File: src/rtl/ata_tf_pkg.sv
// Constants for the cylinder-high and drive/head task-file register bank
// How it works
// (RULE1) In CHS mode the cylinder high byte written by the host is the upper cylinder byte used by the next command.
// (RULE2) When a CHS command completes, the final upper cylinder byte is left in cylinder high for readback.
// (RULE3) In LBA mode the cylinder high byte is taken as start block address bits 23 to 16.
// (RULE4) When an LBA command completes, final block address bits 23 to 16 are left in cylinder high.
// (RULE5) The drive/head register tells which of the two devices sharing the registers is selected.
// (RULE6) Drive/head bit 6 picks CHS (0) or LBA (1) and the address registers are read that way.
// (RULE7) The host writes ones to drive/head bits 7 and 5, and these bits always read back as ones.
// (RULE8) Drive/head bit 4 is the selected device number, 0 for card 0 and 1 for card 1.
// (RULE9) The card takes its own card number from the copy field of its socket-and-copy register when that exists.
// (RULE10) Without that register, or without paired-card support, the host keeps the device bit at zero.
// (RULE11) Drive/head bits 3 to 0 are head bits 3 to 0 in CHS mode and block address bits 27 to 24 in LBA mode.
// (RULE12) Task-file accesses other than drive/head are answered only while the device bit matches the card number.
package ata_tf_pkg;

   ////////////////////////////////////////////////////////////////////////////
   localparam int IDX_W = 2;
   localparam logic [31:0] ADDR_SPAN_MASK = 32'hFFFF_FFF0;
   localparam logic [IDX_W-1:0] IDX_CYL_HIGH = 2'h0;    // byte 0x00
   localparam logic [IDX_W-1:0] IDX_DRIVE_HEAD = 2'h1;  // byte 0x04
   localparam logic [IDX_W-1:0] IDX_SOCKET_COPY = 2'h2; // byte 0x08
   localparam logic [IDX_W-1:0] IDX_CMD_STATUS = 2'h3;  // byte 0x0C

   ////////////////////////////////////////////////////////////////////////////
   localparam int DH_LBA_BIT = 6;
   localparam int DH_DEV_BIT = 4;
   localparam int DH_HEAD_MSB = 3;
   localparam logic [7:0] DH_ONES_MASK = 8'hA0;
   localparam logic [7:0] DH_RESET = 8'hA0;
   localparam logic [7:0] CYL_RESET = 8'h00;
   localparam logic [7:0] SC_RESET = 8'h00;
   localparam int COPY_LSB = 4;
   localparam int STAT_BUSY_BIT = 0;
   localparam logic [31:0] RDATA_ZERO = 32'h0000_0000;

   typedef enum logic [1:0] {
      ST_IDLE,
      ST_WRITE,
      ST_RD_WAIT,
      ST_RD_OUT
   } ahb_state_t;

endpackage

File: src/rtl/regbus_if.sv
// Internal register access carrier between the bus port and the register bank
interface regbus_if;
   logic wr_en;
   logic rd_en;
   logic [ata_tf_pkg::IDX_W-1:0] idx;
   logic [7:0] wdata;
   logic [7:0] rdata;

   modport port
   (
      output wr_en,
      output rd_en,
      output idx,
      output wdata,
      input rdata
   );

   modport bank
   (
      input wr_en,
      input rd_en,
      input idx,
      input wdata,
      output rdata
   );
endinterface

File: src/rtl/ahb_reg_port.sv
// AHB-Lite slave front end: zero-wait writes, one-wait reads
module ahb_reg_port
(
   input wire logic i_ref_clk,          // System clock
   input wire logic i_rst,              // Sync reset, high
   input wire logic i_hsel,             // Slave select
   input wire logic [31:0] i_haddr,     // Byte address
   input wire logic [1:0] i_htrans,     // Transfer type
   input wire logic i_hwrite,           // Write when high
   input wire logic i_hready,           // Bus ready
   input wire logic [31:0] i_hwdata,    // Write data
   output logic o_hreadyout,            // Slave ready
   output logic [31:0] o_hrdata,        // Read data
   regbus_if.port bus                   // Register side
);

   ata_tf_pkg::ahb_state_t state_reg, state_next;
   logic [ata_tf_pkg::IDX_W-1:0] idx_reg, idx_next;
   logic hit_reg, hit_next;
   logic [31:0] hrdata_reg, hrdata_next;
   logic accept;

   ////////////////////////////////////////////////////////////////////////////
   // Read takes a wait state so a read never samples a register mid-write
   assign accept = i_hsel && i_htrans[1] && i_hready;

   always_comb
   begin
      state_next = state_reg;
      idx_next = idx_reg;
      hit_next = hit_reg;
      hrdata_next = hrdata_reg;
      unique case (state_reg)
         ata_tf_pkg::ST_IDLE, ata_tf_pkg::ST_WRITE, ata_tf_pkg::ST_RD_OUT:
         begin
            state_next = ata_tf_pkg::ST_IDLE;
            if (accept)
            begin
               state_next = i_hwrite ? ata_tf_pkg::ST_WRITE : ata_tf_pkg::ST_RD_WAIT;
               idx_next = i_haddr[ata_tf_pkg::IDX_W+1:2];
               hit_next = (i_haddr & ata_tf_pkg::ADDR_SPAN_MASK) == ata_tf_pkg::RDATA_ZERO;
            end
         end
         ata_tf_pkg::ST_RD_WAIT:
         begin
            state_next = ata_tf_pkg::ST_RD_OUT;
            hrdata_next = hit_reg ? {24'h00_0000, bus.rdata} : ata_tf_pkg::RDATA_ZERO;
         end
      endcase
   end

   always_ff @(posedge i_ref_clk)
   begin
      if (i_rst)
      begin
         state_reg <= ata_tf_pkg::ST_IDLE;
         idx_reg <= '0;
         hit_reg <= 1'b0;
         hrdata_reg <= ata_tf_pkg::RDATA_ZERO;
      end
      else
      begin
         state_reg <= state_next;
         idx_reg <= idx_next;
         hit_reg <= hit_next;
         hrdata_reg <= hrdata_next;
      end
   end

   assign o_hreadyout = (state_reg != ata_tf_pkg::ST_RD_WAIT);
   assign o_hrdata = hrdata_reg;
   assign bus.wr_en = (state_reg == ata_tf_pkg::ST_WRITE) && hit_reg;
   assign bus.rd_en = (state_reg == ata_tf_pkg::ST_RD_WAIT) && hit_reg;
   assign bus.idx = idx_reg;
   assign bus.wdata = i_hwdata[7:0];

endmodule

File: src/rtl/ata_addr_view.sv
// Splits cylinder high and drive/head into CHS or LBA address fields
module ata_addr_view
(
   input wire logic [7:0] i_cyl_high,   // Cylinder high byte
   input wire logic [7:0] i_drive_head, // Drive/head byte
   output logic o_lba_mode,             // LBA addressing
   output logic [7:0] o_cyl_high,       // CHS cylinder high, else 0
   output logic [3:0] o_head,           // CHS head, else 0
   output logic [11:0] o_lba_hi         // LBA bits 27..16, else 0
);

   assign o_lba_mode = i_drive_head[ata_tf_pkg::DH_LBA_BIT]; // [RULE6]

   always_comb
   begin
      o_cyl_high = 8'h00;
      o_head = 4'h0;
      o_lba_hi = 12'h000;
      if (o_lba_mode)
      begin
         o_lba_hi = {i_drive_head[ata_tf_pkg::DH_HEAD_MSB:0], i_cyl_high}; // [RULE3] [RULE11]
      end
      else
      begin
         o_cyl_high = i_cyl_high; // [RULE1]
         o_head = i_drive_head[ata_tf_pkg::DH_HEAD_MSB:0]; // [RULE11]
      end
   end

endmodule

File: src/rtl/ata_taskfile_regs.sv
// Cylinder high and drive/head task-file registers behind an AHB-Lite slave
//
// The register addresses and the AHB-Lite slave port were decided locally.
module ata_taskfile_regs
#(
   parameter bit SOCKET_COPY_PRESENT = 1'b1
)
(
   input wire logic i_ref_clk,          // 40 MHz clock
   input wire logic i_rst,              // Sync reset, high
   input wire logic i_hsel,             // AHB select
   input wire logic [31:0] i_haddr,     // AHB address
   input wire logic [1:0] i_htrans,     // AHB transfer type
   input wire logic i_hwrite,           // AHB write
   input wire logic [2:0] i_hsize,      // AHB size, word only
   input wire logic i_hready,           // AHB ready in
   input wire logic [31:0] i_hwdata,    // AHB write data
   output logic o_hreadyout,            // AHB ready out
   output logic o_hresp,                // AHB response, OKAY
   output logic [31:0] o_hrdata,        // AHB read data
   input wire logic i_cmd_done,         // Command complete pulse
   input wire logic [7:0] i_final_cyl,  // Final cylinder high or LBA 23..16
   input wire logic [3:0] i_final_head, // Final head or LBA 27..24
   output logic o_cmd_start,            // Command start pulse
   output logic o_busy,                 // Command in progress
   output logic o_selected,             // Device bit matches card
   output logic o_card_number,          // Own card number
   output logic o_lba_mode,             // Latched LBA mode
   output logic [7:0] o_cyl_high,       // Latched CHS cylinder high
   output logic [3:0] o_head,           // Latched CHS head
   output logic [11:0] o_lba_hi         // Latched LBA bits 27..16
);

   regbus_if bus();

   logic [7:0] cyl_reg, cyl_next;
   logic [7:0] dh_reg, dh_next;
   logic [7:0] sc_reg, sc_next;
   logic busy_reg, busy_next;
   logic mode_reg, mode_next;
   logic [7:0] scyl_reg, scyl_next;
   logic [3:0] shead_reg, shead_next;
   logic [11:0] slba_reg, slba_next;
   logic view_mode;
   logic [7:0] view_cyl;
   logic [3:0] view_head;
   logic [11:0] view_lba;
   logic card_num;
   logic selected;
   logic wr_cyl, wr_dh, wr_sc, cmd_start;

   ////////////////////////////////////////////////////////////////////////////
   ahb_reg_port u_port
   (
      .i_ref_clk(i_ref_clk),
      .i_rst(i_rst),
      .i_hsel(i_hsel),
      .i_haddr(i_haddr),
      .i_htrans(i_htrans),
      .i_hwrite(i_hwrite),
      .i_hready(i_hready),
      .i_hwdata(i_hwdata),
      .o_hreadyout(o_hreadyout),
      .o_hrdata(o_hrdata),
      .bus(bus.port)
   );

   ata_addr_view u_view
   (
      .i_cyl_high(cyl_reg),
      .i_drive_head(dh_reg),
      .o_lba_mode(view_mode),
      .o_cyl_high(view_cyl),
      .o_head(view_head),
      .o_lba_hi(view_lba)
   );

   ////////////////////////////////////////////////////////////////////////////
   // Without the socket-and-copy register the card is always card 0
   assign card_num = SOCKET_COPY_PRESENT ? sc_reg[ata_tf_pkg::COPY_LSB] : 1'b0; // [RULE9]
   assign selected = (dh_reg[ata_tf_pkg::DH_DEV_BIT] == card_num); // [RULE5] [RULE8]

   // Drive/head writes always land, or a deselected card could only be reselected through the copy field
   assign wr_dh = bus.wr_en && (bus.idx == ata_tf_pkg::IDX_DRIVE_HEAD);
   assign wr_cyl = bus.wr_en && (bus.idx == ata_tf_pkg::IDX_CYL_HIGH) && selected; // [RULE12]
   assign wr_sc = bus.wr_en && (bus.idx == ata_tf_pkg::IDX_SOCKET_COPY) && SOCKET_COPY_PRESENT;
   assign cmd_start = bus.wr_en && (bus.idx == ata_tf_pkg::IDX_CMD_STATUS) && selected; // [RULE12]

   always_comb
   begin
      bus.rdata = 8'h00;
      unique case (bus.idx)
         ata_tf_pkg::IDX_CYL_HIGH:
         begin
            if (selected)
            begin
               bus.rdata = cyl_reg; // [RULE2] [RULE4] [RULE12]
            end
         end
         ata_tf_pkg::IDX_DRIVE_HEAD:
         begin
            bus.rdata = dh_reg | ata_tf_pkg::DH_ONES_MASK; // [RULE7]
         end
         ata_tf_pkg::IDX_SOCKET_COPY:
         begin
            bus.rdata = SOCKET_COPY_PRESENT ? sc_reg : 8'h00;
         end
         ata_tf_pkg::IDX_CMD_STATUS:
         begin
            if (selected)
            begin
               bus.rdata[ata_tf_pkg::STAT_BUSY_BIT] = busy_reg;
            end
         end
      endcase
   end

   ////////////////////////////////////////////////////////////////////////////
   // Completion beats a host write in the same cycle: final address must stick
   always_comb
   begin
      cyl_next = cyl_reg;
      dh_next = dh_reg;
      sc_next = sc_reg;
      busy_next = busy_reg;
      mode_next = mode_reg;
      scyl_next = scyl_reg;
      shead_next = shead_reg;
      slba_next = slba_reg;
      if (wr_cyl)
      begin
         cyl_next = bus.wdata; // [RULE1] [RULE3]
      end
      if (wr_dh)
      begin
         dh_next = bus.wdata | ata_tf_pkg::DH_ONES_MASK; // [RULE5] [RULE7]
      end
      if (wr_sc)
      begin
         sc_next = bus.wdata;
      end
      if (i_cmd_done)
      begin
         busy_next = 1'b0;
         cyl_next = i_final_cyl; // [RULE2] [RULE4]
         dh_next[ata_tf_pkg::DH_HEAD_MSB:0] = i_final_head; // [RULE11]
      end
      if (cmd_start)
      begin
         busy_next = 1'b1;
         mode_next = view_mode; // [RULE6]
         scyl_next = view_cyl; // [RULE1]
         shead_next = view_head; // [RULE11]
         slba_next = view_lba; // [RULE3] [RULE11]
      end
   end

   always_ff @(posedge i_ref_clk)
   begin
      if (i_rst)
      begin
         cyl_reg <= ata_tf_pkg::CYL_RESET;
         dh_reg <= ata_tf_pkg::DH_RESET;
         sc_reg <= ata_tf_pkg::SC_RESET;
         busy_reg <= 1'b0;
         mode_reg <= 1'b0;
         scyl_reg <= 8'h00;
         shead_reg <= 4'h0;
         slba_reg <= 12'h000;
      end
      else
      begin
         cyl_reg <= cyl_next;
         dh_reg <= dh_next;
         sc_reg <= sc_next;
         busy_reg <= busy_next;
         mode_reg <= mode_next;
         scyl_reg <= scyl_next;
         shead_reg <= shead_next;
         slba_reg <= slba_next;
      end
   end

   assign o_hresp = 1'b0;
   assign o_cmd_start = cmd_start;
   assign o_busy = busy_reg;
   assign o_selected = selected;
   assign o_card_number = card_num;
   assign o_lba_mode = mode_reg;
   assign o_cyl_high = scyl_reg;
   assign o_head = shead_reg;
   assign o_lba_hi = slba_reg;
endmodule

File: config.mk
export PLATFORM = sky130hd
export DESIGN_NAME = ata_taskfile_regs
export DESIGN_NICKNAME = d
export VERILOG_FILES = /design/src/rtl/ata_tf_pkg.sv /design/src/rtl/regbus_if.sv /design/src/rtl/ahb_reg_port.sv /design/src/rtl/ata_addr_view.sv /design/src/rtl/ata_taskfile_regs.sv
export SDC_FILE = /design/constraint.sdc
export NUM_CORES = 1
export LEC_CHECK = 0
export BUFFER_PORTS_ARGS = -buffer_cell sky130_fd_sc_hd__buf_2
export CAP_MARGIN = 20
export CORE_UTILIZATION = 50
export CTS_BUF_LIST = sky130_fd_sc_hd__clkbuf_8
export CTS_CLUSTER_DIAMETER = 50
export DETAILED_ROUTE_END_ITERATION = 12
export GPL_ROUTABILITY_DRIVEN = 0
export MAX_ROUTING_LAYER = met4
export PLACE_DENSITY = 0.83
export SETUP_SLACK_MARGIN = 0.1
export SYNTH_ARGS = -nofsm -noshare
export SYNTH_HDL_FRONTEND = slang
export SYNTH_HIERARCHICAL = 1
export SYNTH_SLANG_ARGS = --single-unit
File: constraint.sdc
create_clock -name i_ref_clk -period 3.39 [get_ports i_ref_clk]
set_input_delay 0.678 -clock i_ref_clk [delete_from_list [all_inputs] [get_ports i_ref_clk]]
set_output_delay 0.678 -clock i_ref_clk [all_outputs]
set_load 0.05 [all_outputs]
==> results.md, run 1 <==
- Status: completed
- Most common cell after layout, fill and taps aside: buf_2
- Post-cts resize count: 0
- # diodes: 0
- Root buffer cell: clkbuf_8
- Worst vdd ir: roughly 0.24 mV
- Placed insts: 529
- RSZ-0062 raised after global routing: false
- Synth Instances: 392
- Skew final: 0.00616 ns
- Worst Path Arrival: 2.17 ns
- Power Total: about 1.5 mW
- CTS clock-pin slew for the worst setup and hold paths: 0.07 ns
- DP Wirelength: a little under 5000 microns
- Final Hold Viols: 0
- CP Class: reg2out
- Area of the mapped netlist: 3090 sq um
- Clock Latency Late Sink: 0.33 ns
- Rows: 28
- Critical path data required time: 2.71 ns
- # hold bufs at CTS: 0
- Nets@finish: 552
- Post-CTS Setup Repair Bufs: 0
- Via count: roughly 2900
- Area Growth Syn to Fin: 15.3%
- Die area: 6490 sq um
- I/O Buffers: 94
- Final Critical Period: around 2.8 ns
- CP max-delay cell: and3b_1
- Post-route DRC: 0
- Initial Util: 52.1%
- Setup violators final: 0
- Total Wirelength: 6760 microns
- TritonCTS clock tree: done
- Crit end category: output pin
- First-pass GRT wire length: 11000 microns
- Ys Warns: 6
- Period utilization: a little over four fifths
- Die width: 80.6 microns
- WL per Instance: 12.4 microns
- Critical Path, Cell by Cell: and3b_1 > nand4_4 > inv_4 > buf_2
- Vias per cell: 5.24
- Number of H-tree levels: 3
- Class of the worst hold path: reg2reg
- CP Launch Type: flop
- Power per cell area: around 430 nW/um^2
- Slew Limit Fails: 0
- Synth Area per Inst: 7.87 sq um
- Met1 Wirelength: 2970 microns
- Total track usage: a little under a quarter
- Vias in the first global route: between 2000 and 2500
- Detailed Route Iter0 Violations: 124
- CP Max Fanout: 26
- Rel. slew slack: between 20 and 30%
- Core ar.: slightly below 6000 sq um
- Clk sinks: a little over 60
- Largest net degree at the start of global routing: 63
- Io pins: 150
- GRT Residual Overflow: 0
- Met2 Wirelength: 3200 microns
- Max-capacitance violation count: 0
- First-pass DRT Iterations: 4
- Met3 routed WL: 417 microns
- Measured slew at the worst slew-check pin: 1.08 ns
- TritonCTS buffer count: 9
- Antenna violation net count after detailed routing: 0
- Antenna violations before repair: 0
- Leak pwr: roughly 1.5 nW
- Fmax: ~0.35 GHz
- Non-Filler Instances: ~550
- Max clock buf depth: 2
- Max reg flops: 12
- CP max stage delay: 0.51 ns
- Total Neg Setup Slack: 0 ns
- Die H: 80.6 microns
- DR top layer: met4
- Most frequent cells in the layout: buf_2, nand2_1, dfxtp_1, a21oi_1, conb_1
- Share of cells above drive strength 1: 26.2%
-- critical path, delay by kind of cell (launching register included) --
family,cells,cell delay (ns)
flops,1,0.50
simple gates,2,0.92
buf+inv,2,0.40
-- metal layers --
layer | vias to the layer above | track usage [%]
met3 | 19 | 4.20
met4 | 0 | 11.4
li1 | 1410 | -
met5 | - | -
met2 | 125 | 36.0
met1 | 1303 | 27.6
-- through the flow --
stage                     setup slack (ns)  utilization, %  hold WS, ns  cell area (sq um)
after floorplan                       1.22               -        0.432               3170
after detailed placement             0.895            56.9        0.443               3370
after CTS                            0.513            60.1        0.455               3560
final                                0.545            60.1        0.451               3560
after global placement               0.917            56.9        0.439               3370
after global routing                 0.358            60.1        0.472               3560
-- area by class of cell --
type | count | area [sq um]
fill | 568 | 2360
multi-input combinational | 285 | 1520
sequential | 61 | 1220
timing repair buffer | 97 | 493
clock buffer | 10 | 138
tap | 75 | 93.8
clock inverter | 6 | 53.8
inverter | 11 | 43.8
-- path summary, 6_finish.rpt --
path	depth (start not counted)	to	startpoint	slack, ns
worst max-delay path	4	o_cmd_start	u_port/hit_reg	0.55
worst min-delay path	2	o_cyl_high[7]	o_cyl_high[7]	0.45
worst max register to register	5	cyl_reg[2]	u_port/hit_reg	1.08
worst min register to register	2	o_cyl_high[7]	o_cyl_high[7]	0.45
-- power breakdown --
group	switching, mW	internal [mW]
sequential	0.0151	0.728
combinational	0.118	0.0489
clock	0.272	0.351
total	0.405	1.13
Note: power is estimated with default switching activity, not from simulation.
==> run 2: changes to the inputs <==
--- a/config.mk
+++ b/config.mk
@@ -7,13 +7,13 @@
 export LEC_CHECK = 0
 export BUFFER_PORTS_ARGS = -buffer_cell sky130_fd_sc_hd__buf_2
 export CAP_MARGIN = 20
-export CORE_UTILIZATION = 50
+export CORE_UTILIZATION = 43
 export CTS_BUF_LIST = sky130_fd_sc_hd__clkbuf_8
 export CTS_CLUSTER_DIAMETER = 50
 export DETAILED_ROUTE_END_ITERATION = 12
 export GPL_ROUTABILITY_DRIVEN = 0
 export MAX_ROUTING_LAYER = met4
-export PLACE_DENSITY = 0.83
+export PLACE_DENSITY = 0.75
 export SETUP_SLACK_MARGIN = 0.1
 export SYNTH_ARGS = -nofsm -noshare
 export SYNTH_HDL_FRONTEND = slang
==> constraint.sdc (replaced) <==
create_clock -name i_ref_clk -period 2.3 [get_ports i_ref_clk]
set_input_delay 0.46 -clock i_ref_clk [delete_from_list [all_inputs] [get_ports i_ref_clk]]
set_output_delay 0.46 -clock i_ref_clk [all_outputs]
set_load 0.05 [all_outputs]
==> run 2 against run 1 <==
Setup slack worse by 0.27 ns; die area rose by 16%; utilization down 7.1 points; critical endpoint unchanged.
==> results.md, run 2 (synthesized netlist as in run 1, its figures left out) <==
- Crit path buf inv count: 2 (unchanged)
- Core ar.: 6870 sq um (+16%)
- Antenna violation net count after detailed routing: 0 (unchanged)
- CP Launch Type: flop
- DP Wirelength: 5160 microns (+5.4%)
- Skew final: 0.00612 ns (-0.0000408 ns)
- Status: completed
- TritonCTS clock tree: done
- Reg-to-reg setup timing slack: 0.58 ns (-0.50 ns)
- Area Growth Syn to Fin: 18.0%
- Detailed Route Iter0 Violations: 210 (+69%)
- Initial Util: 44.9% (-7.2 points)
- Antenna violations before repair: 0 (unchanged)
- Class of the worst hold path: in2reg
- # hold bufs at CTS: 0 (unchanged)
- Slew Limit Fails: 0 (unchanged)
- First-pass DRT Iterations: 5 (+1)
- WHS Path Cells: 3 (+1)
- Root buffer cell: clkbuf_8
- Fmax: 0.495 GHz
- Dpl ws: 0.301 ns (-0.594 ns)
- Max reg flops: 12 (unchanged)
- Critical Path, Cell by Cell: xnor2_4 > nand4_4 > inv_4 > buf_2
- Io pins: 150 (unchanged)
- Via count: 2821 (-1.3%)
- Die H: 86.7 microns (+7.6%)
- Clock Latency Late Sink: 0.34 ns (about the same)
- TritonCTS buffer count: 9 (unchanged)
- Most frequent cells in the layout: buf_2, nand2_1, dfxtp_1, a21oi_1, conb_1
- CP Max Fanout: 7 (-73%)
- Total track usage: 20.2% (-2.6 points)
- Final worst slack: 0.280 ns (-0.265 ns)
- Final Hold Viols: 0 (unchanged)
- Non-Filler Instances: 573 (+5.1%)
- Final Critical Period: 2.02 ns
- Reg2Reg Depth: 7 (+2)
- Setup violators final: 0 (unchanged)
- Measured slew at the worst slew-check pin: 0.660 ns (-0.423 ns)
- Largest net degree at the start of global routing: 39 (-38%)
- I/O Buffers: 94 (unchanged)
- Die width: 86.7 microns (+7.6%)
- GRT Residual Overflow: 0 (unchanged)
- Power per cell area: 622 nW/um^2 (+44%)
- Period utilization: 87.8%
- # diodes: 0 (unchanged)
- Worst vdd ir: 0.347 mV (+45%)
- Placed cell area: 3450 sq um (+2.3%)
- R2R Path Start: sc_reg[4]
- Worst Path Arrival: 1.56 ns (-0.61 ns)
- CP max-delay cell: dfxtp_1
- Crit end category: output pin
- R2R Path End: u_port/o_hrdata[0]
- Placed insts: 557 (+5.3%)
- Most common cell after layout, fill and taps aside: buf_2
- First-pass GRT wire length: 11300 microns (+3.1%)
- Rel. slew slack: 56.0% (+28 points)
- Hold path startpoint: i_hwrite
- Max-capacitance violation count: 0 (unchanged)
- Rows: 30 (+7.1%)
- Share of cells above drive strength 1: 27.7% (+1.5 points)
- Max clock buf depth: 2 (unchanged)
- RSZ-0062 raised after global routing: false
- Vias per cell: 4.92 (-6.1%)
- Die area: 7520 sq um (+16%)
- CP Class: reg2out
- Delay-heaviest family, CP: flip-flops
- Leak pwr: 1.57 nW (+1.7%)
- CTS clock-pin slew for the worst setup and hold paths: 0.07 ns (about the same)
- CP max stage delay: 0.39 ns (-0.12 ns)
- Post-route DRC: 0 (unchanged)
- Number of H-tree levels: 3 (unchanged)
- Clk sinks: 61 (unchanged)
- Vias in the first global route: 2461 (+0.65%)
- Critical path data required time: 1.84 ns (-0.87 ns)
- WL per Instance: 12.0 microns (-3.1%)
- Nets@finish: 559 (+1.3%)
- Total Wirelength: 6890 microns (+1.9%)
- Total Neg Setup Slack: 0 ns (unchanged)
- Worst hold endpoint: u_port/state_reg[0]
- Design Area, Final: 3640 sq um (+2.3%)
==> run 2: layout make-up <==
type,instances,area (sq um)
repair buffers,104,546
clock buffers,9,124
flip-flops and latches,61,1220
fillers,692,3230
multi-input cells,285,1520
inverters,11,43.8
clock inverters,7,67.6
well taps,96,120
==> run 2: worst reg2reg max path, delay by kind of cell, from the launching register on <==
family,cells,cell delay [ns]
DFF,1,0.49
and+or+nand+nor,2,0.30
AOI/OAI and AO/OA,3,0.40
buffers and inverters,1,0.21
xor gates and xnor gates,1,0.17
==> run 2: repair_timing <==
action / CTS / global route
gates resized for setup: 0 / 2
buffers inserted: 0 / 0
hold endpoints to repair: 0 / 0
setup endpoints to repair: 0 / 3
==> run 2: how the worst max path moves through the flow <==
stage	to	slack, ns	start	depth (start not counted)
floorplan	o_cmd_start	0.35	sc_reg[4]	4
global placement	sc_reg[7]	0.36	u_port/bus.idx[0]	4
detailed placement	sc_reg[3]	0.30	u_port/bus.idx[0]	4
CTS	o_cmd_start	0.18	u_port/hit_reg	4
global route	o_cmd_start	0.19	sc_reg[4]	4
finish	o_cmd_start	0.28	sc_reg[4]	4
==> run 2: layer usage <==
| metal | vias to the layer above | wire [microns] | track usage (%) |
|---|---|---|---|
| li1 | 1421 | - | - |
| met1 | 1286 | 2980 | 23.4 |
| met2 | 104 | 3360 | 33.1 |
| met3 | 10 | 467 | 6.86 |
| met4 | 0 | 82 | 6.06 |
| met5 | - | 0 | - |
==> run 2: where the power goes <==
group	internal (mW)	switching, mW	total, mW	leakage, nW
Clock	0.493	0.428	0.921	0.0964
Sequential	1.07	0.0187	1.09	0.495
Combinational	0.0750	0.176	0.251	0.975
==> run 2: through the flow <==
step                util, %  power (mW)  hold WS [ns]
finish                 53.0        2.26         0.372
global route           53.0        2.36         0.370
CTS                    53.0        2.29         0.361
detailed placement     50.2        1.37         0.443
global placement       50.2        1.36         0.437
floorplan                 -        1.33         0.432
